--- config.mk ---
export PLATFORM = sky130hd
export DESIGN_NAME = dcsm_core
export DESIGN_NICKNAME = d
export VERILOG_FILES = /design/src/verilog/dcsm_core.v /design/src/verilog/dcsm_timer.v
export VERILOG_INCLUDE_DIRS = /design/src /design/src/verilog
export SDC_FILE = /design/constraint.sdc
export NUM_CORES = 1
export LEC_CHECK = 0
export BUFFER_PORTS_ARGS = -buffer_cell sky130_fd_sc_hd__buf_4
export CAP_MARGIN = 0
export CELL_PAD_IN_SITES_DETAIL_PLACEMENT = 0
export CELL_PAD_IN_SITES_GLOBAL_PLACEMENT = 1
export CORE_UTILIZATION = 34
export DETAILED_ROUTE_END_ITERATION = 6
export PLACE_DENSITY = 0.82
export REMOVE_ABC_BUFFERS = 1
export SLEW_MARGIN = 20
export SYNTH_ARGS = -nofsm -noshare
export SYNTH_HDL_FRONTEND = slang
export SYNTH_SLANG_ARGS = --single-unit
export TNS_END_PERCENT = 1
--- constraint.sdc ---
create_clock -name clk_i -period 2.45 [get_ports clk_i]
set_clock_uncertainty 0.2 [all_clocks]
set_input_delay 0.1225 -clock clk_i [delete_from_list [all_inputs] [get_ports clk_i]]
set_output_delay 0.1225 -clock clk_i [all_outputs]
set_load 0.02 [all_outputs]
--- src/verilog/dcsm_regs.vh ---
// register offsets, field positions and timing constants of the drive control state machine
`ifndef DCSM_REGS_VH
`define DCSM_REGS_VH
`define DCSM_OFS_CMD 16'h6040
`define DCSM_OFS_STAT 16'h6041
`define DCSM_CW_RESET_BIT 7
`define DCSM_CW_HOME_BIT 4
`define DCSM_CW_INH_NEG_BIT 12
`define DCSM_CW_INH_POS_BIT 13
`define DCSM_SW_VOLT_BIT 4
`define DCSM_SW_WARN_BIT 7
`define DCSM_SW_MFR_BIT 8
`define DCSM_SW_REMOTE_BIT 9
`define DCSM_SW_TARGET_BIT 10
`define DCSM_SW_LIMIT_BIT 11
`define DCSM_SW_HOMED_BIT 12
`define DCSM_CMD_RESET_VAL 16'h0000
`define DCSM_CLK_MHZ 50
`define DCSM_FRA_MIN_US 100
`define DCSM_FRA_MAX_US 2000
`define DCSM_FRA_CYCLES (`DCSM_FRA_MIN_US * `DCSM_CLK_MHZ)
`define DCSM_PDD_US 10
`define DCSM_PDD_CYCLES (`DCSM_PDD_US * `DCSM_CLK_MHZ)
`endif

--- src/verilog/dcsm_core.v ---
// drive control state machine with command and status words
`timescale 1ns/100ps
`default_nettype none
`include "dcsm_regs.vh"
// Behaviour
// - quick stop active decelerates motor under the stop deceleration limit, power on
// - once stopped in quick stop, hold position or zero velocity
// - enable operation in quick stop returns to operation enabled
// - disable voltage or drive enable loss in quick stop: delay then switch-on-disabled
// - fault reaction active runs configured reaction with power and loops on
// - fault reaction leaves to fault by itself after 100us to 2ms
// - fault state keeps power stage off until reset
// - rising edge of command bit 7 moves fault to switch-on-disabled
// - with bit 7 low decode shutdown, switch on, enable, quick stop, disable voltage
// - homing mode: bit 4 high begins homing, low ends it, with enable pattern
// - command bit 12 inhibits negative motion by configured action
// - command bit 13 inhibits positive motion by configured action
// - status bits encode not-ready, disabled, ready, switched on, enabled
// - status bits encode fault reaction, fault and quick stop active
// - status bit 4 set whenever power is applied to the motor
// - status bits 7, 8, 11 set by masked internal events
// - status bit 9 low while service channel owns access, else high
// - status bit 10 shows home reached in homing, else at command
// - status bit 12 high once homing completed
// - not ready moves to switch-on-disabled after initialization completes
// - entering switch-on-disabled with fatal error performs automatic fault reset
// - shutdown in switch-on-disabled moves to ready to switch on
// - quick stop in operation enabled moves to quick stop active
module dcsm_core #(
  parameter FRA_CYCLES = `DCSM_FRA_CYCLES,
  parameter PDD_CYCLES = `DCSM_PDD_CYCLES,
  parameter EVW = 8
) (
  input wire clk_i,
  input wire rst_i,
  input wire [15:0] addr_i,
  input wire [15:0] wdata_i,
  input wire wr_i,
  input wire rd_i,
  output reg [15:0] rdata_o,
  output reg [15:0] cmd_word_o,
  output reg [15:0] stat_word_o,
  input wire init_done_i,
  input wire drive_enable_i,
  input wire fault_i,
  input wire fatal_i,
  input wire homing_mode_i,
  input wire custom_mode_i,
  input wire home_reached_i,
  input wire at_command_i,
  input wire standstill_i,
  input wire service_owns_i,
  input wire [EVW-1:0] events_i,
  input wire [EVW-1:0] warn_mask_i,
  input wire [EVW-1:0] mfr_mask_i,
  input wire [EVW-1:0] limit_mask_i,
  output reg power_on_o,
  output reg loops_on_o,
  output reg targets_on_o,
  output reg stop_decel_o,
  output reg hold_o,
  output reg fault_react_o,
  output reg homing_o,
  output reg inhibit_neg_o,
  output reg inhibit_pos_o,
  output reg fault_clear_o
);
  localparam [3:0] ST_NRDY = 4'h0;
  localparam [3:0] ST_SOD = 4'h1;
  localparam [3:0] ST_RDY = 4'h2;
  localparam [3:0] ST_SWON = 4'h3;
  localparam [3:0] ST_OPEN = 4'h4;
  localparam [3:0] ST_QSA = 4'h5;
  localparam [3:0] ST_FRA = 4'h6;
  localparam [3:0] ST_FLT = 4'h7;
  localparam [3:0] ST_PDD = 4'h8;

  localparam [2:0] C_NONE = 3'h0;
  localparam [2:0] C_DISV = 3'h1;
  localparam [2:0] C_SHUT = 3'h2;
  localparam [2:0] C_SWON = 3'h3;
  localparam [2:0] C_ENOP = 3'h4;
  localparam [2:0] C_QSTP = 3'h5;

  // decode order matters: disable voltage and quick stop overlap other masks
  function [2:0] decode_cmd;
    input [15:0] cw;
    begin
      if (cw[`DCSM_CW_RESET_BIT])
        decode_cmd = C_NONE;
      else if (!cw[1])
        decode_cmd = C_DISV;
      else if (!cw[2])
        decode_cmd = C_QSTP;
      else if (!cw[0])
        decode_cmd = C_SHUT;
      else if (!cw[3])
        decode_cmd = C_SWON;
      else
        decode_cmd = C_ENOP;
    end
  endfunction

  function [6:0] state_bits;
    input [3:0] st;
    begin
      case (st)
        ST_NRDY: state_bits = 7'b0000000;
        ST_SOD: state_bits = 7'b1000000;
        ST_PDD: state_bits = 7'b0000111;
        ST_RDY: state_bits = 7'b0100001;
        ST_SWON: state_bits = 7'b0100011;
        ST_OPEN: state_bits = 7'b0100111;
        ST_FRA: state_bits = 7'b0001111;
        ST_FLT: state_bits = 7'b0001000;
        ST_QSA: state_bits = 7'b0000111;
        default: state_bits = 7'b0000000;
      endcase
    end
  endfunction

  // the delay state still drives the motor, so it counts as powered
  function is_powered;
    input [3:0] st;
    begin
      case (st)
        ST_SWON, ST_OPEN, ST_QSA, ST_FRA, ST_PDD: is_powered = 1'b1;
        default: is_powered = 1'b0;
      endcase
    end
  endfunction

  reg [3:0] state;
  reg [3:0] next_state;
  reg reset_bit_d;
  reg fault_d;
  reg homed;
  wire [2:0] cmd;
  wire reset_edge;
  wire fault_edge;
  wire fra_done;
  wire pdd_done;
  reg start_fra;
  reg start_pdd;
  wire [6:0] sb;
  wire homing_req;
  wire next_powered;
  wire next_targets;
  wire next_qs_area;
  wire enter_sod;
  wire [2:0] ev_flag;
  wire [3*EVW-1:0] ev_masks;
  wire [19:0] timer_load;
  reg [15:0] next_stat;
  localparam [19:0] FRA_LOAD = FRA_CYCLES[19:0];
  localparam [19:0] PDD_LOAD = PDD_CYCLES[19:0];
  genvar gi;

  assign cmd = decode_cmd(cmd_word_o);
  // edge, not level: a bit 7 left high must not clear a later fault
  assign reset_edge = cmd_word_o[`DCSM_CW_RESET_BIT] & ~reset_bit_d;
  // a standing fault input enters the reaction once only
  assign fault_edge = fault_i & ~fault_d;
  assign sb = state_bits(next_state);
  assign homing_req = homing_mode_i & (cmd_word_o[3:0] == 4'hF) &
    cmd_word_o[`DCSM_CW_HOME_BIT] & ~cmd_word_o[`DCSM_CW_RESET_BIT];
  assign next_powered = is_powered(next_state);
  assign next_targets = (next_state == ST_OPEN) | (next_state == ST_FRA);
  assign next_qs_area = (next_state == ST_QSA) | (next_state == ST_PDD);
  assign enter_sod = (next_state == ST_SOD) & (state != ST_SOD);
  assign timer_load = start_fra ? FRA_LOAD : PDD_LOAD;
  assign ev_masks = {limit_mask_i, mfr_mask_i, warn_mask_i};

  // warning, maker and limit flags share one masking scheme
  generate
    for (gi = 0; gi < 3; gi = gi + 1) begin : g_evt
      assign ev_flag[gi] = |(events_i & ev_masks[gi*EVW +: EVW]);
    end
  endgenerate

  // two timers would share nothing, one instance serves both since the states exclude each other
  dcsm_timer #(.W(20)) u_timer (
    .clk_i(clk_i),
    .rst_i(rst_i),
    .start_i(start_fra | start_pdd),
    .load_i(timer_load),
    .done_o(fra_done),
    .busy_o()
  );
  assign pdd_done = fra_done;

  always @* begin
    next_state = state;
    start_fra = 1'b0;
    start_pdd = 1'b0;
    // a fault outranks any command pattern in the same cycle
    if (fault_edge && state != ST_FRA && state != ST_FLT && state != ST_NRDY) begin
      next_state = ST_FRA;
      start_fra = 1'b1;
    end else begin
      case (state)
        ST_NRDY: if (init_done_i) next_state = ST_SOD;
        ST_SOD: if (cmd == C_SHUT) next_state = ST_RDY;
        ST_RDY: begin
          // no switch on against an open hardware enable
          if (cmd == C_SWON && drive_enable_i) next_state = ST_SWON;
          else if (cmd == C_DISV || cmd == C_QSTP) next_state = ST_SOD;
        end
        ST_SWON: begin
          if (!drive_enable_i || cmd == C_DISV || cmd == C_QSTP) next_state = ST_SOD;
          else if (cmd == C_ENOP) next_state = ST_OPEN;
          else if (cmd == C_SHUT) next_state = ST_RDY;
        end
        ST_OPEN: begin
          if (!drive_enable_i || cmd == C_DISV) next_state = ST_SOD;
          else if (cmd == C_QSTP) next_state = ST_QSA;
          else if (cmd == C_SHUT) next_state = ST_RDY;
          else if (cmd == C_SWON) next_state = ST_SWON;
        end
        ST_QSA: begin
          // bridge stays on through the delay before it is released
          if (!drive_enable_i || cmd == C_DISV) begin
            next_state = ST_PDD;
            start_pdd = 1'b1;
          end else if (cmd == C_ENOP) next_state = ST_OPEN;
        end
        ST_PDD: if (pdd_done) next_state = ST_SOD;
        ST_FRA: if (fra_done) next_state = ST_FLT;
        ST_FLT: if (reset_edge) next_state = ST_SOD;
        default: next_state = ST_NRDY;
      endcase
    end
  end

  // built from the state being entered so the word changes on the state's own edge
  always @* begin
    next_stat = 16'h0000;
    next_stat[3:0] = sb[3:0];
    next_stat[5] = sb[5];
    next_stat[6] = sb[6];
    next_stat[`DCSM_SW_VOLT_BIT] = next_powered;
    next_stat[`DCSM_SW_WARN_BIT] = ev_flag[0];
    next_stat[`DCSM_SW_MFR_BIT] = ev_flag[1];
    next_stat[`DCSM_SW_LIMIT_BIT] = ev_flag[2];
    next_stat[`DCSM_SW_REMOTE_BIT] = ~service_owns_i;
    next_stat[`DCSM_SW_TARGET_BIT] = (homing_mode_i | (custom_mode_i & homing_o)) ?
      home_reached_i : at_command_i;
    next_stat[`DCSM_SW_HOMED_BIT] = homed;
  end

  always @(posedge clk_i or posedge rst_i) begin
    if (rst_i) begin
      state <= ST_NRDY;
      cmd_word_o <= `DCSM_CMD_RESET_VAL;
      stat_word_o <= 16'h0000;
      rdata_o <= 16'h0000;
      reset_bit_d <= 1'b0;
      fault_d <= 1'b0;
      homed <= 1'b0;
      power_on_o <= 1'b0;
      loops_on_o <= 1'b0;
      targets_on_o <= 1'b0;
      stop_decel_o <= 1'b0;
      hold_o <= 1'b0;
      fault_react_o <= 1'b0;
      homing_o <= 1'b0;
      inhibit_neg_o <= 1'b0;
      inhibit_pos_o <= 1'b0;
      fault_clear_o <= 1'b0;
    end else begin
      state <= next_state;
      reset_bit_d <= cmd_word_o[`DCSM_CW_RESET_BIT];
      fault_d <= fault_i;
      if (wr_i && addr_i == `DCSM_OFS_CMD)
        cmd_word_o <= wdata_i;
      if (rd_i)
        rdata_o <= (addr_i == `DCSM_OFS_CMD) ? cmd_word_o :
                   (addr_i == `DCSM_OFS_STAT) ? stat_word_o : 16'h0000;
      // power stage on only where the drive must apply energy
      power_on_o <= next_powered;
      loops_on_o <= next_powered;
      targets_on_o <= next_targets;
      stop_decel_o <= (next_state == ST_QSA) & ~standstill_i;
      // held through the delay too, the shaft must not drift while the bridge winds down
      hold_o <= next_qs_area & standstill_i;
      fault_react_o <= (next_state == ST_FRA);
      // automatic fault clear when arriving in switch-on-disabled with a fatal error
      fault_clear_o <= (enter_sod & fatal_i) | ((state == ST_FLT) & reset_edge);
      homing_o <= homing_req & (next_state == ST_OPEN);
      if (homing_req && !homing_o)
        homed <= 1'b0;
      else if (homing_o && home_reached_i)
        homed <= 1'b1;
      inhibit_neg_o <= cmd_word_o[`DCSM_CW_INH_NEG_BIT];
      inhibit_pos_o <= cmd_word_o[`DCSM_CW_INH_POS_BIT];
      stat_word_o <= next_stat;
    end
  end
endmodule // dcsm_core
`default_nettype wire

--- src/verilog/dcsm_timer.v ---
// down counter used for the fault reaction and power disable delays
`timescale 1ns/100ps
`default_nettype none
module dcsm_timer #(
  parameter W = 20
) (
  input wire clk_i,
  input wire rst_i,
  input wire start_i,
  input wire [W-1:0] load_i,
  output reg done_o,
  output reg busy_o
);
  reg [W-1:0] cnt;
  always @(posedge clk_i or posedge rst_i) begin
    if (rst_i) begin
      cnt <= {W{1'b0}};
      done_o <= 1'b0;
      busy_o <= 1'b0;
    end else begin
      done_o <= 1'b0;
      if (start_i) begin
        cnt <= load_i;
        busy_o <= 1'b1;
      end else if (busy_o) begin
        if (cnt <= {{(W-1){1'b0}}, 1'b1}) begin
          busy_o <= 1'b0;
          done_o <= 1'b1;
        end else begin
          cnt <= cnt - {{(W-1){1'b0}}, 1'b1};
        end
      end
    end
  end
endmodule // dcsm_timer
`default_nettype wire
**Word level (Yosys, flattened, before mapping)**

Memory sizes are Yosys's and may differ from the RTL's. A register that Yosys moved wholly into a read port is not among the register bits.
Cells that the tools add are included.

- $add $sub $neg: 1
- Order comparisons: 1
- Eq/ne operators: 26
- Muxes and demuxes: 42
- Bitwise gates (word level): 25
- Reductions and logical operators: 21

Operators by type and width:

| cell | number |
|---|---|
| two-way mux 4 bit | 16 |
| two-way mux 20 bit | 3 |
| case mux 4 bit (9 select lines) | 1 |
| == test 16 x 15 -> 1 bit (second input constant) | 2 |
| == test 4 x 3 -> 1 bit (second input constant) | 7 |
| two-way mux 13 bit | 2 |
| AND 8 bit | 3 |
| OR reduction 8 bit | 3 |
| less-or-equal comparator 20 x 1 -> 1 bit (second input constant) | 1 |
| subtractor 20 x 1 -> 20 bit (second input constant) | 1 |
| two-way mux 16 bit | 1 |
| two-way mux 3 bit | 5 |
| two-way mux 1 bit | 14 |
| AND 1 bit | 12 |
| == test 4 x 2 -> 1 bit (second input constant) | 3 |
| == test 4 bit (second input constant) | 3 |
| == test 4 x 1 -> 1 bit (second input constant) | 2 |
| inequality test 4 x 3 -> 1 bit (second input constant) | 2 |
| logical AND 1 bit | 7 |
| == test 3 x 2 -> 1 bit (second input constant) | 2 |
| == test 3 bit (second input constant) | 2 |
| NOT 1 bit | 5 |
| OR 1 bit | 5 |
| OR reduction 5 bit | 1 |
| 9 further kinds | 13 |

- Register bits: 83
- Memory bits (read-only): 96
- Bits of input ports: 78
- Output and inout bits: 58
- Word-level logic and storage cells: 136
- Memories kept: 1

Memory list:

| memory | words | bits a word | read ports | clocked after Yosys merged registers in | wr ports | RTL line | text |
|---|---|---|---|---|---|---|---|
| (no name shown) | 16 | 6 | 1 | 1 | 0 | dcsm_core.v:107 | `case (st)` |

**Depth between registers and ports, before layout**

Gate-level depths: netlist of the first run.

- Word-level depth: 16
- Mapped depth: 9
- Depth with buffers taken out: 8

**Cells and area by module**

A second synthesis of the first run with hierarchy kept.

- Cell total of the unflattened synthesis: 408
- Area, all modules: 4217.8 um2

By module, submodules not included:

| module | times used | cells each | area an instance (um2) | seq. area each (um2) |
|---|---|---|---|---|
| dcsm_core | 1 | 264 | 2841.5 | 1501.4 |
| dcsm_timer | 1 | 144 | 1376.3 | 550.5 |

**Least setup slack after synthesis of the first run**

Ideal clock, no wire load.

- Path type: register to register
- Start: register cmd_word_o[2]
- End: register stat_word_o[2]
- Library setup time: 0.119 ns
- Arrival: 1.921 ns
- Data required time: 2.131 ns
- Setup slack: 0.210 ns
- Stages on the path, launching flop included: 7
- Path buffers: 0
- Clock period less this slack: 2.240 ns
- Cells stage by stage: dfrtp_1 -> and3b_1 -> and2_1 -> o31a_1 -> o311a_1 -> nand2b_1 -> and2_1

- Word-level cells in the longest chain between the ends: 10
- Elaborated cells on any way between the ends: 25
- Those cells by class: eq/ne (5); mux (16); reduce/logical (4)

RTL lines:

| item | RTL line | text |
|---|---|---|
| start, declared | dcsm_core.v:41 | `output reg [15:0] cmd_word_o,` |
| start signal, assigned | dcsm_core.v:254 | `` cmd_word_o <= `DCSM_CMD_RESET_VAL; `` |
| start signal, assigned | dcsm_core.v:275 | `cmd_word_o <= wdata_i;` |
| two-way mux 3 bit * | dcsm_core.v:93 | `else if (!cw[2])` |
| two-way mux 3 bit * | dcsm_core.v:91 | `else if (!cw[1])` |
| two-way mux 3 bit * | dcsm_core.v:89 | `` if (cw[`DCSM_CW_RESET_BIT]) `` |
| == test 3 x 2 -> 1 bit | dcsm_core.v:206, dcsm_core.v:218 |  |
| two-way mux 4 bit | dcsm_core.v:218 | `else if (cmd == C_SWON) next_state = ST_SWON;` |
| two-way mux 4 bit | dcsm_core.v:217 | `else if (cmd == C_SHUT) next_state = ST_RDY;` |
| two-way mux 4 bit | dcsm_core.v:216 | `else if (cmd == C_QSTP) next_state = ST_QSA;` |
| two-way mux 4 bit | dcsm_core.v:215 | `if (!drive_enable_i \|\| cmd == C_DISV) next_state = ST_SOD;` |
| case mux 4 bit (9 select lines) * | dcsm_core.v:201 | `case (state)` |
| two-way mux 4 bit * | dcsm_core.v:197 | `if (fault_edge && state != ST_FRA && state != ST_FLT && state != ST_NRDY) begin` |
| end, declared | dcsm_core.v:42 | `output reg [15:0] stat_word_o,` |

Mark *: on every way between the ends. The rest lies on a longest branch, timed or not.
A chain may end at the register's enable or synchronous reset.

**Worst setup path in the final report of the first run**

- Start: register state[3]
- End: register stop_decel_o

- Elaborated cells on any way between the ends: 34
- Those cells by class: eq/ne (11); mux (17); bitwise (1); reduce/logical (5)

RTL lines:

| item | RTL line | text |
|---|---|---|
| start, declared | dcsm_core.v:133 | `reg [3:0] state;` |
| start signal, assigned | dcsm_core.v:271 | `state <= next_state;` |
| branches (longest 4 deep; another with case mux 4 bit (9 select lines)) | -- |  |
| two-way mux 4 bit * | dcsm_core.v:197 |  |
| via next_state[0] | dcsm_core.v:134 | `reg [3:0] next_state;` |
| == test 4 x 3 -> 1 bit * | dcsm_core.v:283 | `stop_decel_o <= (next_state == ST_QSA) & ~standstill_i;` |
| AND 1 bit * | dcsm_core.v:283 |  |
| end signal, assigned | dcsm_core.v:283 |  |
| end, declared | dcsm_core.v:60 | `output reg stop_decel_o,` |

Mark *: on every way through the listed nets, which the timed path passes.

==> results of run 1 <==
==> worst max-delay path: stages, from the launching register on <==
cell,delay [ps]
dfrtp_1,460
or2_4,310
a2111oi_1,460
a21oi_1,140
a31oi_1,300
nand2_1,190
nor3_1,170
buf_4,130
==> stage by stage <==
step | total power [mW] | hold WS [ps] | std cells | setup TNS (ps) | setup slack, ps
3_3_place_gp | 3.079 | 44.02 | 658 | 0 | 83.67
2_1_floorplan | 2.468 | -46.07 | 357 | 0 | 19.06
4_1_cts | 4.430 | 113.4 | 710 | 0 | 14.23
6_report | 4.435 | 123.0 | 711 | 0 | 44.42
3_5_place_dp | 3.099 | 44.66 | 658 | -2.958 | -2.958
5_1_grt | 4.710 | 140.2 | 711 | -267.1 | -54.85
==> Yosys cell counts (6+ instances only) <==
master | number | area (sq um)
xnor2_1 | 6 | 52.55
a21oi_1 | 26 | 130.1
buf_4 | 6 | 45.04
nand4_1 | 8 | 50.05
nor2_1 | 41 | 153.9
and2_1 | 7 | 43.79
xor2_1 | 9 | 78.83
nand2_1 | 22 | 82.58
nand3_1 | 10 | 50.05
o21ai_0 | 11 | 55.05
dfrtp_1 | 82 | 2052
nand2b_1 | 6 | 37.54
nor4_1 | 6 | 37.54
mux2_2 | 17 | 191.4
nor3_1 | 9 | 45.04
a22oi_1 | 25 | 187.7
inv_1 | 14 | 52.55
==> logic make-up after synthesis <==
group / Yosys count
simple gates: 134
compound gates: 88
flops: 82
buf+inv: 34
mux: 19
xor+xnor: 15
fa+ha+maj: 2
other cells: 1
==> cell type report <==
| type | count | area [sq um] |
|---|---|---|
| timing repair buffer | 198 | 1602 |
| tap | 140 | 175.2 |
| clock inverter | 6 | 51.30 |
| multi-input combinational | 261 | 1689 |
| clock buffer | 10 | 229.0 |
| sequential | 82 | 2052 |
| fill | 992 | 5179 |
| inverter | 14 | 53.80 |
==> sequential cells by signal (all words and copies together) (netlist names) <==
name,cells
hold_o,1
inhibit_pos_o,1
cmd_word_o,16
stop_decel_o,1
fault_d,1
u_timer.cnt,20
state,4
targets_on_o,1
u_timer.done_o,1
fault_clear_o,1
u_timer.busy_o,1
stat_word_o,13
homed,1
reset_bit_d,1
inhibit_neg_o,1
homing_o,1
fault_react_o,1
rdata_o,16
==> routing by layer <==
metal  vias to the layer above  GRT usage [%]  wire length (microns)
li1                       1729              -                      -
met1                      1720          22.73                   4804
met2                        98          31.40                   5460
met3                        13          4.005                    520
met4                         0          6.371                    144
met5                         -              0                      0
==> what timing repair did <==
item,CTS,global route
endpoints found under the setup margin,1,21
hold endpoints to repair,116,0
hold buffers,36,0
resized for setup,1,4
buffers inserted,0,1
pin swaps,1,4
==> power by group <==
part | total [mW] | internal [mW] | switching [mW]
Sequential | 1.74 | 1.55 | 0.188
Clock | 1.26 | 0.699 | 0.559
Combinational | 1.44 | 0.680 | 0.763
Total | 4.44 | 2.93 | 1.51
==> path summary, 6_finish.rpt <==
check                          start               to  depth (start not counted)
max                         state[3]     stop_decel_o                          7
min                        addr_i[0]      rdata_o[14]                          5
max reg2reg                 state[3]     stop_decel_o                          7
min reg2reg                    homed  stat_word_o[12]                          0
max in group asynchronous      rst_i  u_timer.cnt[15]                          4
min in group asynchronous      rst_i    cmd_word_o[3]                          4
==> flow_metrics.tcl, run 1 <==
set metrics [dict create \
    numCtsBuffers 9 \
    hold_path_class "in -> reg" \
    async_flop_share_pct 100.0 \
    place_area_sq_um 5185 \
    status "finished clean" \
    crit_arrival_ps 2480 \
    initial_utilization_pct 35.39 \
    gr-total-overflow 0 \
    max_freq_mhz 415.7 \
    grtUsageTotal_pct 18.36 \
    ys_types 58 \
    grt_max_degree 83 \
    dp_hpwl_microns 7988 \
    antenna_found_initial 0 \
    worstSetupEndpointType "flip-flop" \
    gp_congestion 0.9242 \
    htreeDepth 3 \
    io_buffer_count 132 \
    fin_area_sq_um 5852 \
    root_buffer "clkbuf_16" \
    first_pass_iters 4 \
    ios 136 \
    crit_path_max_fanout 8 \
    ys_warn_count 0 \
    syn_area_sq_um 3904 \
    finalSetupViolations 0 \
    cts.sinks 82 \
    post-route-util_pct 53.05 \
    synth_cells 375 \
    fin_crit_ps 2406 \
    ys_ff_latch 82 \
    synthMuxAreaShare_pct 5.417 \
    postSynthAreaPerCell_sq_um 10.41 \
    cts_tree "done" \
    core_area_sq_um 11030 \
    drc_errors 0 \
    fp-row-count 38 \
    slew_viol_final 0 \
    cts_buffer_depth 2 \
    finalHoldViolations 0 \
    maxCapViolCount 0 \
    rsz0062_at_grt "yes" \
    path_clk_slew_ps 60 \
    synth_edf_count 0 \
    die_h_microns 109.2 \
    crit_type "reg -> reg" \
    synthSimpleGateAreaFrac_pct 18.37 \
    grt_pass1_wl_microns 16880 \
    synth_top_family_by_area "simple AND/OR/NAND/NOR gates" \
    vdd_ir_drop_max_v 0.0003677 \
    insertion_delay_ps 330 \
    wl_per_cell_microns 15.37 \
    grt_pass1_vias 3502 \
    final_common_cell "buf_4" \
    initialDrtViolationCount 198 \
    start_kind "flip-flop" \
    r2r_slack_ps 40 \
    p_leak_nw 2.762 \
    cellPowerDensity_nw_per_um2 757.9 \
    drive_above_1_share_pct 36.43 \
    cp.required_ps 2530 \
    final_cell_mix "buf_4 (160), dfrtp_1 (82), nor2_1 (41)" \
    min_period_over_period_pct 98.19 \
    fin_nets 646 \
    viasPerCell 5.007 \
    yosysSeqAreaShare_pct 52.56 \
    dieArea_sq_um 11910 \
    ant_nets 0 \
    synth_fa_ha_area_share_pct 0.6410 \
    synth-compound-area-share_pct 14.71 \
    die_w_microns 109.2 \
    syn_to_final_growth_pct 49.90 \
    vias 3560 \
    synth_xor_area_share_pct 3.365 \
    wirelength_microns 10930 \
    synth_flop_cell "dfrtp_1" \
    diodes 0 \
]
Power figures use the tool's default switching activity.
==> run 2: changes to the inputs <==
--- a/config.mk
+++ b/config.mk
@@ -6,13 +6,14 @@
 export SDC_FILE = /design/constraint.sdc
 export NUM_CORES = 1
 export LEC_CHECK = 0
+export ABC_AREA = 1
 export BUFFER_PORTS_ARGS = -buffer_cell sky130_fd_sc_hd__buf_4
 export CAP_MARGIN = 0
 export CELL_PAD_IN_SITES_DETAIL_PLACEMENT = 0
 export CELL_PAD_IN_SITES_GLOBAL_PLACEMENT = 1
 export CORE_UTILIZATION = 34
 export DETAILED_ROUTE_END_ITERATION = 6
-export PLACE_DENSITY = 0.82
+export PLACE_DENSITY = 0.83
 export REMOVE_ABC_BUFFERS = 1
 export SLEW_MARGIN = 20
 export SYNTH_ARGS = -nofsm -noshare
==> flow_metrics.tcl, run 2 <==
set metrics [dict create \
    status "finished clean" \
    worst_slack_ps 215.3 \
    start_kind "input pin" \
    crit_chain "dlygate4sd3_1 > buf_4 > a221oi_1 > dlygate4sd3_1 > nand2_1 > dlygate4sd3_1" \
    final_common_cell "buf_4" \
    crit_top_cell "dlygate4sd3_1" \
    synth_flop_cell "dfrtp_1" \
    internal_power_mw 3.003 \
    ys_warn_count 0 \
    switchingPower_mw 1.625 \
    synthTopCellsByCount "nand2_1 (126), dfrtp_1 (82), nor2_1 (66)" \
    cts_buffer_depth 2 \
    r2r_slack_ps 280 \
    p_comb_share_pct 31.5 \
    yosysSeqAreaShare_pct 47.19 \
    gr-total-overflow 0 \
    crit_type "in -> reg" \
    ys_types 40 \
    die_h_microns 115.1 \
    ff2ff_path_depth 13 \
    root_buffer "clkbuf_16" \
    finalSetupViolations 0 \
    core_area_sq_um 12260 \
    maxCapViolCount 0 \
    insertion_delay_ps 350 \
    htreeDepth 3 \
    gp_congestion 0.9065 \
    ant_nets 0 \
    cts.sinks 82 \
    total_power_mw 4.628 \
    first_pass_iters 5 \
    cellPowerDensity_nw_per_um2 743.0 \
    antenna_found_initial 0 \
    numCtsBuffers 9 \
    dp_hpwl_microns 9159 \
    crit_family "buffers and inverters" \
    timing.slew.headroom_pct 45.10 \
    fin_crit_ps 2235 \
    crit_arrival_ps 2260 \
    path_clk_slew_ps 60 \
    postSynthAreaPerCell_sq_um 8.329 \
    vdd_ir_drop_max_v 0.0003787 \
    syn_to_final_growth_pct 43.25 \
    min_period_over_period_pct 91.21 \
    vias 4143 \
    top_register "u_timer.cnt" \
    post-route-util_pct 50.80 \
    max_slew.worst_pin.slew_ps 823.5 \
    ys_ff_latch 82 \
    grt_pass1_wl_microns 20200 \
    worstSetupEndpointType "flip-flop" \
    rsz0062_at_grt "no" \
    cts_tree "done" \
    critPathMaxStageDelay_ps 590 \
    cp_slowest_cell "dlygate4sd3_1" \
    r2r_start "u_timer.cnt[0]" \
    die_w_microns 115.1 \
    final_cell_mix "buf_4 (141), nand2_1 (126), dfrtp_1 (82)" \
    wl_per_cell_microns 14.03 \
    slew_viol_final 0 \
    whs_ps 115.7 \
    hold_path_class "in -> reg" \
    fin_area_sq_um 6228 \
    final_cells 871 \
    viasPerCell 4.757 \
    largest_register_ffs 20 \
    cp_num_buf_inv 4 \
    hold_start "wr_i" \
    diodes 0 \
    timing.rr.end "u_timer.cnt[13]" \
    grt_pass1_vias 4201 \
    p_leak_nw 3.275 \
    place_inst 820 \
    ios 136 \
    fin_nets 778 \
    synth_top_cell_by_area "dfrtp_1" \
    swShare_pct 35.11 \
    async_flop_share_pct 100.0 \
    grt_max_degree 45 \
    drive_above_1_share_pct 30.30 \
    hold_depth 3 \
    nFillCells 1116 \
    initialDrtViolationCount 224 \
    finalHoldViolations 0 \
    synth.most_common_cell "nand2_1" \
    reg_top3 "u_timer.cnt: 20 flops, cmd_word_o: 16 flops, rdata_o: 16 flops" \
    setup_tns_ps 0 \
    synth_top_area_share_pct 47.19 \
    synth_cells 522 \
    wirelength_microns 12220 \
    dieArea_sq_um 13240 \
    fp-row-count 40 \
    place_area_sq_um 5559 \
    min_to "cmd_word_o[4]" \
    initial_utilization_pct 35.46 \
    p_clk_share_pct 31.5 \
    max_freq_mhz 447.5 \
    drc_errors 0 \
    cts_setup_buffers 0 \
    sequentialPowerShare_pct 37.0 \
    io_buffer_count 132 \
    syn_area_sq_um 4348 \
    cp.required_ps 2470 \
    synth_edf_count 0 \
    grtUsageTotal_pct 19.78 \
    cts_resized 0 \
    synthTopCellsByArea "dfrtp_1 (47%), nand2_1 (11%), nor2_1 (5.7%), mux2_2 (5.2%), nand3_1 (4.7%)" \
    pre_cts_ws_ps 303.7 \
    crit_path_max_fanout 1 \
]
run 2: changes by cell type in the layout (fill, tap and decap cells not counted), moves of 14 or more:
cell | previous run | this run
nand2_1 | 22 | 126
inv_1 | 13 | 52
a21oi_1 | 26 | 12
nor2_1 | 41 | 66
a22oi_1 | 25 | 0
nand3_1 | 10 | 41
buf_4 | 160 | 141
run 2: repair_timing:
item	CTS	global route
setup endpoints to repair	0	0
endpoints found under the hold margin	72	0
hold buffers	35	0
run 2: cell families (layout without fill, tap and decap cells):
family	after synthesis	in the layout	synth area share (%)
flops	82	82	47.19
buf+inv	72	251	6.993
other cells	1	3	0.08625
xor+xnor	3	3	0.6044
mux	30	30	8.633
compound gates	55	55	7.568
simple gates	277	277	28.35
fa+ha+maj	2	2	0.5754
run 2: layer usage:
metal / up-vias / GRT usage (%) / part of all wire, %
met3: 22 / 4.744 / 6.6
li1: 2062 / - / -
met1: 1912 / 23.91 / 43
met4: 0 / 9.091 / 2.8
met2: 147 / 33.37 / 48
met5: - / 0 / 0
run 2: area by class of cell:
type | count | area [sq um] | area share, %
Inverter | 58 | 219.0 | 3.515
Clock buffer | 10 | 229.0 | 3.676
Tap cell | 168 | 210.2 | 3.375
Timing Repair Buffer | 177 | 1429 | 22.94
Multi-Input combinational cell | 370 | 1999 | 32.10
Clock inverter | 6 | 90.09 | 1.446
Sequential cell | 82 | 2052 | 32.95
run 2: power by group through the flow:
| stage | sequential [mW] | combinational [mW] | clock (mW) |
|---|---|---|---|
| finish | 1.71 | 1.46 | 1.46 |
| global placement | 1.73 | 1.41 | 0 |
| floorplan | 1.79 | 0.794 | 0 |
| global route | 1.74 | 1.64 | 1.56 |
| detailed placement | 1.73 | 1.41 | 0 |
| CTS | 1.71 | 1.46 | 1.50 |
run 2: tightest hold or removal path, stage by stage:
cell	delay, ps
buf_4	90
nand2_4	170
mux2_4	250
run 2: worst max path at each step:
stage                        from              end  cells past startpoint
global route        cmd_word_o[7]   stat_word_o[0]                     12
floorplan                   rst_i    cmd_word_o[0]                      1
finish              mfr_mask_i[6]   stat_word_o[8]                      6
CTS                 mfr_mask_i[6]   stat_word_o[8]                      6
global placement         state[0]  u_timer.cnt[13]                     11
detailed placement  cmd_word_o[7]   stat_word_o[1]                     12
